$ cat src/logic/dka_map.svh
// Purpose: register offsets, field positions, reset values and key codes
// Assumes: control-space registers are 8 bits wide at 4-bit offsets
// Notes:   definitions only
`ifndef DKA_MAP_SVH
`define DKA_MAP_SVH

// ----------------------------------------------------------------
// register offsets
// ----------------------------------------------------------------
`define DKA_OFS_REV      4'h0
`define DKA_OFS_LNKERR   4'h1
`define DKA_OFS_PHYA     4'h2
`define DKA_OFS_PHYB     4'h3
`define DKA_OFS_KEYSTAT  4'h7
`define DKA_OFS_RESET_REQUEST_CODE   4'h8
`define DKA_OFS_CLKSEL   4'h9
`define DKA_OFS_SYSCTL   4'hA
`define DKA_OFS_SYSSTAT  4'hB
`define DKA_OFS_CRC      4'hC

// ----------------------------------------------------------------
// field positions
// ----------------------------------------------------------------
`define DKA_KS_ERASE     3
`define DKA_KS_PROG      4
`define DKA_KS_UROW      5
`define DKA_PB_DISABLE   2
`define DKA_SC_SYS_CLOCK_REQUEST    0
`define DKA_SC_USER_ROW_LOAD_DONE  1
`define DKA_SS_LOCK      0
`define DKA_SS_EFAIL     1
`define DKA_SS_USER_ROW_PROG_ACTIVE  2
`define DKA_SS_PROG      3
`define DKA_SS_SLEEP     4
`define DKA_SS_SYSTEM_RESET_ACTIVE    5

// ----------------------------------------------------------------
// reset values and codes
// ----------------------------------------------------------------
`define DKA_RST_REV      8'h10
`define DKA_RST_CLKSEL   2'h3
`define DKA_RESET_CODE   8'h59
`define DKA_KEY_ERASE    64'h4E564D4572617365
`define DKA_KEY_PROG     64'h4E564D50726F6720
`define DKA_KEY_UROW     64'h4E564D5573267465
`define DKA_KEY_BYTES    4'h8

`endif

$ cat src/logic/dka_pkg.sv
// Purpose: shared types of the key-protected access block
// Assumes: used with dka_map.svh
// Notes:   types only
package dka_pkg;
    // bus access sequencer
    typedef enum logic [1:0] {
        DKA_BUS_IDLE,
        DKA_BUS_WAIT,
        DKA_BUS_DONE
    } dka_bus_state_t;
    typedef logic [7:0] dka_byte_t;
endpackage : dka_pkg

$ cat src/logic/dka_access.sv
// Purpose: key-protected access control of the single wire debug port
// Assumes: link layer hands over decoded control-space and bus requests
// Notes:   control-space reads answer one cycle after the strobe
//
// Overview of operation
// - locked flag reads 0 when erase completes
// - erase failed flag reports erase outcome
// - locked part refuses system bus accesses, except user row writes
// - brown-out detector forced on during erase
// - programming active flag set when allowed
// - user row flag set after key, reset, on a locked part only
// - user row writes only first 64 bytes
// - buffer copied to user row one-to-one
// - load-done write copies, then clears flag
// - no ram reads in user row mode
// - sync edges produce an event pulse one cycle later
// - bus blocked when system clock stopped
// - sleep flag shows system domain sleeping
// - clock request keeps bus alive in sleep
// - clock request defaults to one when enabled
// - reset asserted while request holds 0x59
// - system reset leaves this block intact
// - keys exactly 64 bits, lsb first
`timescale 1ns/1ns
`include "dka_map.svh"
module dka_access #(
    parameter int UROW_DEPTH = 64,
    parameter int UROW_AW = 6
) (
    input wire logic sys_clk_i,
    input wire logic rst_n_i,
    // control space from the link layer
    input wire logic cs_we_i,
    input wire logic cs_re_i,
    input wire logic [3:0] cs_addr_i,
    input wire dka_pkg::dka_byte_t cs_wdata_i,
    output dka_pkg::dka_byte_t cs_rdata_o,
    // key frames
    input wire logic key_start_i,
    input wire logic key_valid_i,
    input wire dka_pkg::dka_byte_t key_byte_i,
    // link error report and sync edges
    input wire logic link_err_i,
    input wire logic [2:0] link_err_code_i,
    input wire logic sync_rise_i,
    // system bus requests from the link layer
    input wire logic sb_req_i,
    input wire logic sb_we_i,
    input wire logic [15:0] sb_addr_i,
    input wire dka_pkg::dka_byte_t sb_wdata_i,
    output logic sb_ack_o,
    output logic sb_err_o,
    output dka_pkg::dka_byte_t sb_rdata_o,
    // system bus towards memories and peripherals
    output logic mem_req_o,
    output logic mem_we_o,
    output logic [15:0] mem_addr_o,
    output dka_pkg::dka_byte_t mem_wdata_o,
    input wire logic mem_ack_i,
    input wire dka_pkg::dka_byte_t mem_rdata_i,
    // system state
    input wire logic lock_bits_i,
    input wire logic erase_done_i,
    input wire logic erase_fail_i,
    input wire logic sys_sleep_i,
    input wire logic [2:0] crc_status_i,
    // controls out
    output logic sys_reset_o,
    output logic erase_start_o,
    output logic bod_force_o,
    output logic clk_request_o,
    output logic sync_event_o,
    output dka_pkg::dka_byte_t phy_ctrl_a_o,
    output logic [2:0] phy_ctrl_b_o,
    output logic [1:0] clk_sel_o,
    output logic row_wr_o,
    output logic [UROW_AW-1:0] row_addr_o,
    output dka_pkg::dka_byte_t row_data_o
);
    import dka_pkg::*;

    // ----
    // state
    // ----
    logic erase_key_q, prog_key_q, urow_key_q;  // decoded keys
    logic [7:0] rst_code_q;      // reset request register
    logic rst_prev_q;            // reset seen last cycle
    logic erase_busy_q;          // erase running
    logic erase_fail_q;          // sticky outcome
    logic prog_act_q;            // programming session open
    logic urow_act_q;            // user row session open
    logic sys_clock_request_q;              // system clock request bit
    logic [2:0] err_q;           // link error signature
    dka_bus_state_t bus_q;
    logic erase_hit, prog_hit, urow_hit;
    logic copy_busy, copy_done;

    // ----
    // decode, continuous
    // ----
    wire wr_w = cs_we_i;
    wire wr_phya = wr_w && (cs_addr_i == `DKA_OFS_PHYA);
    wire wr_phyb = wr_w && (cs_addr_i == `DKA_OFS_PHYB);
    wire wr_keys = wr_w && (cs_addr_i == `DKA_OFS_KEYSTAT);
    wire wr_rst = wr_w && (cs_addr_i == `DKA_OFS_RESET_REQUEST_CODE);
    wire wr_csel = wr_w && (cs_addr_i == `DKA_OFS_CLKSEL);
    wire wr_sctl = wr_w && (cs_addr_i == `DKA_OFS_SYSCTL);
    wire rd_err = cs_re_i && (cs_addr_i == `DKA_OFS_LNKERR);
    wire disable_w = phy_ctrl_b_o[`DKA_PB_DISABLE];
    // new reset value: only the code holds the system in reset
    wire [7:0] code_d = wr_rst ? cs_wdata_i : rst_code_q;
    wire rst_on_w = (rst_code_q == `DKA_RESET_CODE);
    wire rst_rel_w = rst_prev_q && !rst_on_w;         // release edge
    wire rst_rise_w = !rst_prev_q && rst_on_w;
    wire locked_w = lock_bits_i || erase_busy_q;
    wire sleep_block_w = sys_sleep_i && !clk_request_o;
    wire done_wr_w = wr_sctl && cs_wdata_i[`DKA_SC_USER_ROW_LOAD_DONE];
    // user row window: address fits the buffer
    wire in_win_w = (sb_addr_i < 16'(UROW_DEPTH));
    wire urow_wr_w = sb_req_i && (bus_q == DKA_BUS_IDLE) && urow_act_q
        && sb_we_i && in_win_w;
    // normal access needs unlocked, awake, out of reset
    wire bus_ok_w = !locked_w && !sleep_block_w && !rst_on_w
        && !urow_act_q;

    wire [7:0] keys_w = {2'b00, urow_key_q, prog_key_q, erase_key_q, 3'b000};
    wire [7:0] stat_w = {2'b00, rst_on_w, sys_sleep_i, prog_act_q,
        urow_act_q, erase_fail_q, locked_w};
    logic [7:0] rd_w;
    always_comb begin
        case (cs_addr_i)
            `DKA_OFS_REV: rd_w = `DKA_RST_REV;
            `DKA_OFS_LNKERR: rd_w = {5'b00000, err_q};
            `DKA_OFS_PHYA: rd_w = phy_ctrl_a_o;
            `DKA_OFS_PHYB: rd_w = {3'b000, phy_ctrl_b_o, 2'b00};
            `DKA_OFS_KEYSTAT: rd_w = keys_w;
            `DKA_OFS_RESET_REQUEST_CODE: rd_w = rst_code_q;
            `DKA_OFS_CLKSEL: rd_w = {6'b000000, clk_sel_o};
            `DKA_OFS_SYSCTL: rd_w = {7'b0000000, sys_clock_request_q};
            `DKA_OFS_SYSSTAT: rd_w = stat_w;
            `DKA_OFS_CRC: rd_w = {5'b00000, crc_status_i};
            default: rd_w = 8'h00;                    // unmapped reads zero
        endcase
    end

    // ----
    // key collector and user row buffer
    // ----
    dka_key_shift u_keys (
        .sys_clk_i(sys_clk_i),
        .rst_n_i(rst_n_i && !disable_w),
        .key_start_i(key_start_i),
        .key_valid_i(key_valid_i),
        .key_byte_i(key_byte_i),
        .erase_hit_o(erase_hit),
        .prog_hit_o(prog_hit),
        .urow_hit_o(urow_hit)
    );

    dka_urow_buf #(
        .DEPTH(UROW_DEPTH),
        .AW(UROW_AW)
    ) u_urow (
        .sys_clk_i(sys_clk_i),
        .rst_n_i(rst_n_i),
        .wr_i(urow_wr_w),
        .wr_addr_i(sb_addr_i[UROW_AW-1:0]),
        .wr_data_i(sb_wdata_i),
        .copy_start_i(done_wr_w && urow_act_q),
        .row_wr_o(row_wr_o),
        .row_addr_o(row_addr_o),
        .row_data_o(row_data_o),
        .busy_o(copy_busy),
        .done_o(copy_done)
    );

    // ----
    // plain control registers
    // ----
    // not touched by the system reset it requests
    always_ff @(posedge sys_clk_i) begin
        if (!rst_n_i) begin
            phy_ctrl_a_o <= 8'h00;
            phy_ctrl_b_o <= 3'b000;
            clk_sel_o <= `DKA_RST_CLKSEL;
            rst_code_q <= 8'h00;
            rst_prev_q <= 1'b0;
        end else begin
            rst_prev_q <= rst_on_w;
            if (wr_phya) begin
                phy_ctrl_a_o <= {cs_wdata_i[7], 1'b0, cs_wdata_i[5:0]};
            end
            if (wr_phyb) begin
                phy_ctrl_b_o <= cs_wdata_i[4:2];
            end
            if (disable_w) begin                      // disable resets setup
                clk_sel_o <= `DKA_RST_CLKSEL;
                rst_code_q <= 8'h00;
            end else begin
                if (wr_csel) begin
                    clk_sel_o <= cs_wdata_i[1:0];
                end
                rst_code_q <= code_d;
            end
        end
    end

    // clock request: set whenever the port is (re)enabled
    always_ff @(posedge sys_clk_i) begin
        if (!rst_n_i || disable_w) begin
            sys_clock_request_q <= 1'b1;
        end else if (wr_sctl) begin
            sys_clock_request_q <= cs_wdata_i[`DKA_SC_SYS_CLOCK_REQUEST];
        end
    end

    // ----
    // keys and sessions
    // ----
    // decode sets win over clears in the same cycle
    always_ff @(posedge sys_clk_i) begin
        if (!rst_n_i || disable_w) begin
            erase_key_q <= 1'b0;
            prog_key_q <= 1'b0;
            urow_key_q <= 1'b0;
            prog_act_q <= 1'b0;
            urow_act_q <= 1'b0;
        end else begin
            // erase key is consumed by the reset request
            erase_key_q <= erase_hit || (erase_key_q && !rst_rise_w);
            // programming key consumed when session opens
            prog_key_q <= prog_hit
                || (prog_key_q && !(rst_rel_w && !locked_w));
            // user row key cleared by a write of its status bit
            urow_key_q <= urow_hit
                || (urow_key_q && !(wr_keys && cs_wdata_i[`DKA_KS_UROW]));
            if (rst_rise_w) begin
                prog_act_q <= 1'b0;
            end else if (rst_rel_w && prog_key_q && !locked_w) begin
                prog_act_q <= 1'b1;
            end
            if (copy_done) begin
                urow_act_q <= 1'b0;
            end else if (rst_rel_w && urow_key_q && lock_bits_i) begin
                urow_act_q <= 1'b1;
            end
        end
    end

    // ----
    // chip erase
    // ----
    // erase starts at the reset pulse carrying the erase key
    always_ff @(posedge sys_clk_i) begin
        if (!rst_n_i) begin
            erase_busy_q <= 1'b0;
            erase_fail_q <= 1'b0;
            erase_start_o <= 1'b0;
            bod_force_o <= 1'b0;
        end else begin
            erase_start_o <= rst_rise_w && erase_key_q;
            if (rst_rise_w && erase_key_q) begin
                erase_busy_q <= 1'b1;
                erase_fail_q <= 1'b0;
            end else if (erase_done_i) begin
                erase_busy_q <= 1'b0;
                erase_fail_q <= erase_fail_i;
            end
            // fuse and detector level stay with the detector itself
            bod_force_o <= (rst_rise_w && erase_key_q)
                || (erase_busy_q && !erase_done_i);
        end
    end

    // ----
    // link error signature, cleared by read
    // ----
    always_ff @(posedge sys_clk_i) begin
        if (!rst_n_i) begin
            err_q <= 3'b000;
        end else if (link_err_i) begin
            err_q <= link_err_code_i;                 // new error wins
        end else if (rd_err) begin
            err_q <= 3'b000;
        end
    end

    // ----
    // registered outputs
    // ----
    always_ff @(posedge sys_clk_i) begin
        if (!rst_n_i) begin
            cs_rdata_o <= 8'h00;
            sys_reset_o <= 1'b0;
            clk_request_o <= 1'b0;
            sync_event_o <= 1'b0;
        end else begin
            if (cs_re_i) begin
                cs_rdata_o <= rd_w;
            end
            sys_reset_o <= (code_d == `DKA_RESET_CODE) && !disable_w;
            clk_request_o <= sys_clock_request_q && !disable_w;
            sync_event_o <= sync_rise_i;
        end
    end

    // ----
    // system bus sequencer
    // ----
    // one access in flight; refusals answer next cycle with error
    always_ff @(posedge sys_clk_i) begin
        if (!rst_n_i) begin
            bus_q <= DKA_BUS_IDLE;
            sb_ack_o <= 1'b0;
            sb_err_o <= 1'b0;
            sb_rdata_o <= 8'h00;
            mem_req_o <= 1'b0;
            mem_we_o <= 1'b0;
            mem_addr_o <= 16'h0000;
            mem_wdata_o <= 8'h00;
        end else begin
            sb_ack_o <= 1'b0;
            mem_req_o <= 1'b0;
            case (bus_q)
                DKA_BUS_IDLE: begin
                    if (sb_req_i && urow_act_q) begin
                        // writes outside window dropped without error
                        sb_ack_o <= 1'b1;
                        sb_err_o <= !sb_we_i || copy_busy;
                        sb_rdata_o <= 8'h00;
                    end else if (sb_req_i && bus_ok_w) begin
                        mem_req_o <= 1'b1;
                        mem_we_o <= sb_we_i;
                        mem_addr_o <= sb_addr_i;
                        mem_wdata_o <= sb_wdata_i;
                        bus_q <= DKA_BUS_WAIT;
                    end else if (sb_req_i) begin
                        sb_ack_o <= 1'b1;
                        sb_err_o <= 1'b1;
                        sb_rdata_o <= 8'h00;
                    end
                end
                DKA_BUS_WAIT: begin
                    if (mem_ack_i) begin
                        sb_rdata_o <= mem_we_o ? 8'h00 : mem_rdata_i;
                        sb_err_o <= 1'b0;
                        sb_ack_o <= 1'b1;
                        bus_q <= DKA_BUS_IDLE;
                    end
                end
                default: bus_q <= DKA_BUS_IDLE;
            endcase
        end
    end
endmodule : dka_access

$ cat src/logic/dka_key_shift.sv
// Purpose: collect 64-bit activation keys and decode them
// Assumes: key bytes arrive one per strobe, least significant first
// Notes:   partial keys never match
`timescale 1ns/1ns
`include "dka_map.svh"
module dka_key_shift (
    input wire logic sys_clk_i,
    input wire logic rst_n_i,
    input wire logic key_start_i,
    input wire logic key_valid_i,
    input wire dka_pkg::dka_byte_t key_byte_i,
    output logic erase_hit_o,
    output logic prog_hit_o,
    output logic urow_hit_o
);
    import dka_pkg::*;

    // ----------------------------------------------------------------
    // shifter
    // ----------------------------------------------------------------
    logic [63:0] key_q;   // newest byte enters at the top
    logic [3:0] cnt_q;    // bytes taken so far
    wire last_w = key_valid_i && (cnt_q == `DKA_KEY_BYTES - 4'h1);
    wire [63:0] full_w = {key_byte_i, key_q[63:8]};

    // lsb first: eight shifts leave byte 0 at the bottom
    always_ff @(posedge sys_clk_i) begin
        if (!rst_n_i || key_start_i) begin
            cnt_q <= 4'h0;
            key_q <= 64'h0;
        end else if (key_valid_i) begin
            key_q <= full_w;
            cnt_q <= last_w ? 4'h0 : cnt_q + 4'h1;
        end
    end

    // ----------------------------------------------------------------
    // decode, one-cycle hit pulses
    // ----------------------------------------------------------------
    always_ff @(posedge sys_clk_i) begin
        if (!rst_n_i) begin
            erase_hit_o <= 1'b0;
            prog_hit_o <= 1'b0;
            urow_hit_o <= 1'b0;
        end else begin
            erase_hit_o <= last_w && (full_w == `DKA_KEY_ERASE);
            prog_hit_o <= last_w && (full_w == `DKA_KEY_PROG);
            urow_hit_o <= last_w && (full_w == `DKA_KEY_UROW);
        end
    end
endmodule : dka_key_shift

$ cat src/logic/dka_urow_buf.sv
// Purpose: staging buffer and copy engine for the user config row
// Assumes: writes are pre-filtered to the window by the caller
// Notes:   no read path exists on purpose
`timescale 1ns/1ns
module dka_urow_buf #(
    parameter int DEPTH = 64,
    parameter int AW = 6
) (
    input wire logic sys_clk_i,
    input wire logic rst_n_i,
    input wire logic wr_i,
    input wire logic [AW-1:0] wr_addr_i,
    input wire logic [7:0] wr_data_i,
    input wire logic copy_start_i,
    output logic row_wr_o,
    output logic [AW-1:0] row_addr_o,
    output logic [7:0] row_data_o,
    output logic busy_o,
    output logic done_o
);
    // ----------------------------------------------------------------
    // storage
    // ----------------------------------------------------------------
    logic [7:0] mem_q [DEPTH];  // no reset, contents are don't-care
    logic [AW-1:0] ptr_q;       // copy pointer
    wire last_w = (ptr_q == AW'(DEPTH - 1));

    always_ff @(posedge sys_clk_i) begin
        if (wr_i && !busy_o) begin
            mem_q[wr_addr_i] <= wr_data_i;
        end
    end

    // ----------------------------------------------------------------
    // copy engine: buffer offset n goes to row offset n
    // ----------------------------------------------------------------
    always_ff @(posedge sys_clk_i) begin
        if (!rst_n_i) begin
            busy_o <= 1'b0;
            done_o <= 1'b0;
            ptr_q <= '0;
            row_wr_o <= 1'b0;
            row_addr_o <= '0;
            row_data_o <= 8'h00;
        end else begin
            done_o <= 1'b0;
            row_wr_o <= busy_o;
            if (busy_o) begin
                row_addr_o <= ptr_q;
                row_data_o <= mem_q[ptr_q];
                ptr_q <= ptr_q + AW'(1);
                busy_o <= !last_w;
                done_o <= last_w;
            end else if (copy_start_i) begin
                busy_o <= 1'b1;
                ptr_q <= '0;
            end
        end
    end
endmodule : dka_urow_buf

$ cat config.mk
export PLATFORM = sky130hd
export DESIGN_NAME = dka_access
export DESIGN_NICKNAME = d
export VERILOG_FILES = /design/src/logic/dka_pkg.sv /design/src/logic/dka_access.sv /design/src/logic/dka_key_shift.sv /design/src/logic/dka_urow_buf.sv
export VERILOG_INCLUDE_DIRS = /design/src /design/src/logic
export SDC_FILE = /design/constraint.sdc
export NUM_CORES = 1
export LEC_CHECK = 0
export ABC_AREA = 0
export BUFFER_PORTS_ARGS = -buffer_cell sky130_fd_sc_hd__buf_2
export CAP_MARGIN = 20
export CORE_MARGIN = 1.5
export CORE_UTILIZATION = 30
export CTS_CLUSTER_SIZE = 16
export DETAILED_ROUTE_END_ITERATION = 7
export SETUP_SLACK_MARGIN = 0.15
export SLEW_MARGIN = 15
export SYNTH_ARGS = -nofsm -noshare
export SYNTH_HDL_FRONTEND = slang
export SYNTH_SLANG_ARGS = --single-unit
$ cat constraint.sdc
create_clock -name sys_clk_i -period 6.9 [get_ports sys_clk_i]
set_input_delay 0.345 -clock sys_clk_i [delete_from_list [all_inputs] [get_ports sys_clk_i]]
set_output_delay 0.345 -clock sys_clk_i [all_outputs]
set_load 0.05 [all_outputs]
==> key figures <==
Synth
  • Synth unique cells: 62
  • Post-Synth Simple-Gate Area: 7.59%
  • Yosys warning count: 0
  • Largest family of logic cells by synthesized area: multiplexers
  • Synth Area in Compound Gates: 4.37%
  • Synth Cell Area: 26500 um2
  • Syn Inst Count: 1678
  • Seq/Total Area, Yosys: 70.8%
  • Flops & latches, synth: 680
  • EDFF count, synth: 512
  • Async SR Flop Fraction: 0%
  • Xor and xnor area share after synthesis: 0.0992%
  • Post-synthesis mux area share: 15.4%
  • Mean Syn Cell Area: 15.8 um2
  • Post-Syn Nets: 1753
  • Post-Synth Adder-Cell Area: 0.0945%
  • Primary FF master, synth: edfxtp_1

Finish
  • Final nets: 1918
  • Area Growth Syn to Fin: 17.5%
  • Filler instances: 8216
  • Commonest non-fill, non-tap cells in the layout: 512 x edfxtp_1, 206 x nor2_1, 164 x dfxtp_1
  • Commonest non-fill, non-tap cell in the layout: edfxtp_1
  • Share of cells above drive strength 1: 21.7%

Die
  • Starting Density: 30.4%
  • FP Rows: 108
  • Die W: 300 um
  • IO Count: 150
  • Die Y-Extent: 300 um
  • CORE AREA: 87200 um2
  • DIE AREA: 90100 um2

Timing
  • Clock skew: 23.1 ps
  • Fin crit share: 46.3%
  • Fin. Hold Viols: 0
  • RSZ-0062 raised after global routing: false
  • Final min period: 3190 ps
  • Slew Viols, Final: 0
  • Actual slew at the worst max-slew pin: 1080 ps
  • F_max: 313 MHz
  • Setup TNS: 0 ps
  • Final-report setup violation count: 0
  • Slew margin rel.: 27.7%
  • Hold Slack: 33.7 ps

Pwr
  • Power per cell area: 275 nW/um2
  • VDD IR max: 0.184 mV
  • P_leak: 0.0101 uW

Clocking
  • CTS sink cnt: 680
  • Clock tree buffer depth: 3
  • Hold-fix buffers at CTS: 26
  • Worst-Skew Late Latency: 600 ps
  • CTS Buf Count: 68
  • CTS HTree Levels: 3
  • Clock root buffer master: clkbuf_16
  • Post-CTS Resized: 0
  • Post-CTS setup buffers: 0
  • CTS tree: built
  • Clk slew on worst S/H paths: 70 ps

Run status
  • Outcome: completed

Critical path
  • Crit path max fanout: 52
  • Crit. End Element: flip-flop
  • Worst EP required: 7390 ps
  • Setup CP Type: flip-flop to flip-flop
  • CP startpoint kind: flip-flop
  • Crit path DAT: 3690 ps

GRT
  • First-pass GRT wire length: 95.8 mm
  • Gr usage total: 14.0%
  • Overflow after GRT: 0
  • Vias in the first global route: 15174
  • Largest net degree at the start of global routing: 66
  • Initial antenna violation count: 4

Placed design
  • Count of buffers from port buffering: 148
  • GP Congestion: 0.834
  • Post-DP HPWL: 40.7 mm

Detailed routing
  • DR vias/cell: 4.93
  • WL/cell: 21.0 um
  • Antenna Nets Post-Route: 0
  • DRC viols: 0
  • Vias after detailed routing: 15054
  • 1st-iter DRT viols: 1197
  • Drt first pass iters: 5
  • WL final: 64.0 mm

Worst hold path
  • Min-delay worst type: input port to flip-flop

Job
  • Total of max-cap violations: 0
cells by family after synthesis:
group,count (synthesis)
mux,276
simple gates,430
other cells,1
fa+ha+maj,2
flops,680
xor+xnor,3
compound gates,178
buf+inv,108
where the power goes:
part           internal, uW  switching [uW]  leakage, uW  total [uW]
registers              4400            10.3      0.00596        4420
clock network          2340            1540      0.00116        3880
logic                  70.7             185      0.00294         256
total                  6810            1740       0.0101        8550
final timing paths:
check | from | end | slack (ps) | depth (start not counted)
min | cs_wdata_i[6] | rst_code_q[6] | 30 | 3
max | u_urow.ptr_q[1] | u_urow.row_data_o[4] | 3710 | 7
max reg2reg | u_urow.ptr_q[1] | u_urow.row_data_o[4] | 3710 | 7
min reg2reg | u_urow.done_o | urow_act_q | 410 | 1
final cells by class:
cell class	instances	area (um2)	area share, %
antenna	4	10.0	0.0322
inverter	7	26.3	0.0844
sequential	680	18800	60.3
clock inverter	32	424	1.36
timing repair buffer	196	1200	3.87
tap	1155	1450	4.64
clock buffer	89	1950	6.25
multi-input combinational	890	7320	23.5
critical path: stages, from the launching register on:
cell and delay, ps:
dfxtp_4 940, buf_4 570, mux4_2 570, mux4_2 470, nor2_1 100, a21oi_1 80, a211oi_1 240, nor2_1 80
per-layer routing:
| metal | vias to the layer above | routed length [um] | track usage [%] |
|---|---|---|---|
| li1 | 6826 | - | - |
| met1 | 7648 | 28200 | 18.7 |
| met2 | 486 | 30600 | 23.0 |
| met3 | 92 | 3530 | 2.15 |
| met4 | 2 | 1670 | 5.11 |
| met5 | - | 13 | 0 |
state kept, by name, summed over array words and instances, names as in the netlist, 2 cells and up:
signal,count
u_urow.row_addr_o,6
mem_addr_o,16
cs_rdata_o,8
rst_code_q,8
mem_wdata_o,8
clk_sel_o,2
phy_ctrl_a_o,7
phy_ctrl_b_o,3
u_keys.key_q,56
u_urow.row_data_o,8
u_keys.cnt_q,4
u_urow.ptr_q,6
u_urow.mem_q,512
err_q,3
sb_rdata_o,8
cells in the mapped netlist, types with 6 or more instances:
master      n  area (um2)
a211oi_1    9        67.6
a21oi_1    69         345
a221o_1     8        80.1
a22oi_1    32         240
and2_1      7        43.8
buf_1      33         124
buf_2      16        80.1
clkbuf_1   51         191
dfxtp_1   168        3360
edfxtp_1  512       15400
inv_1       6        22.5
mux2_2     19         214
mux2i_1   153        1530
mux4_2    104        2340
nand2_1    91         342
nand2b_1    9        56.3
nand3_1    24         120
nand3b_1    9        67.6
nand4_1    17         106
nand4b_1    6        52.6
nor2_1    206         773
nor2b_1    11        68.8
nor3_1      8        40.0
nor4_1      6        37.5
o211ai_1   10        75.1
o21ai_0    13        65.1
o22ai_1     9        56.3
stage by stage:
stage	cells	area [um2]	setup WS [ps]	utilization, %	power, uW
floorplan	1678	26500	4560	-	4620
global placement	2899	28400	3620	32.6	4740
detailed placement	2901	28500	3600	32.7	4750
CTS	3048	31100	3620	35.7	8630
global route	3051	31100	3430	35.7	8800
finish	3053	31100	3710	35.7	8550
Power figures use the tool's default switching activity.
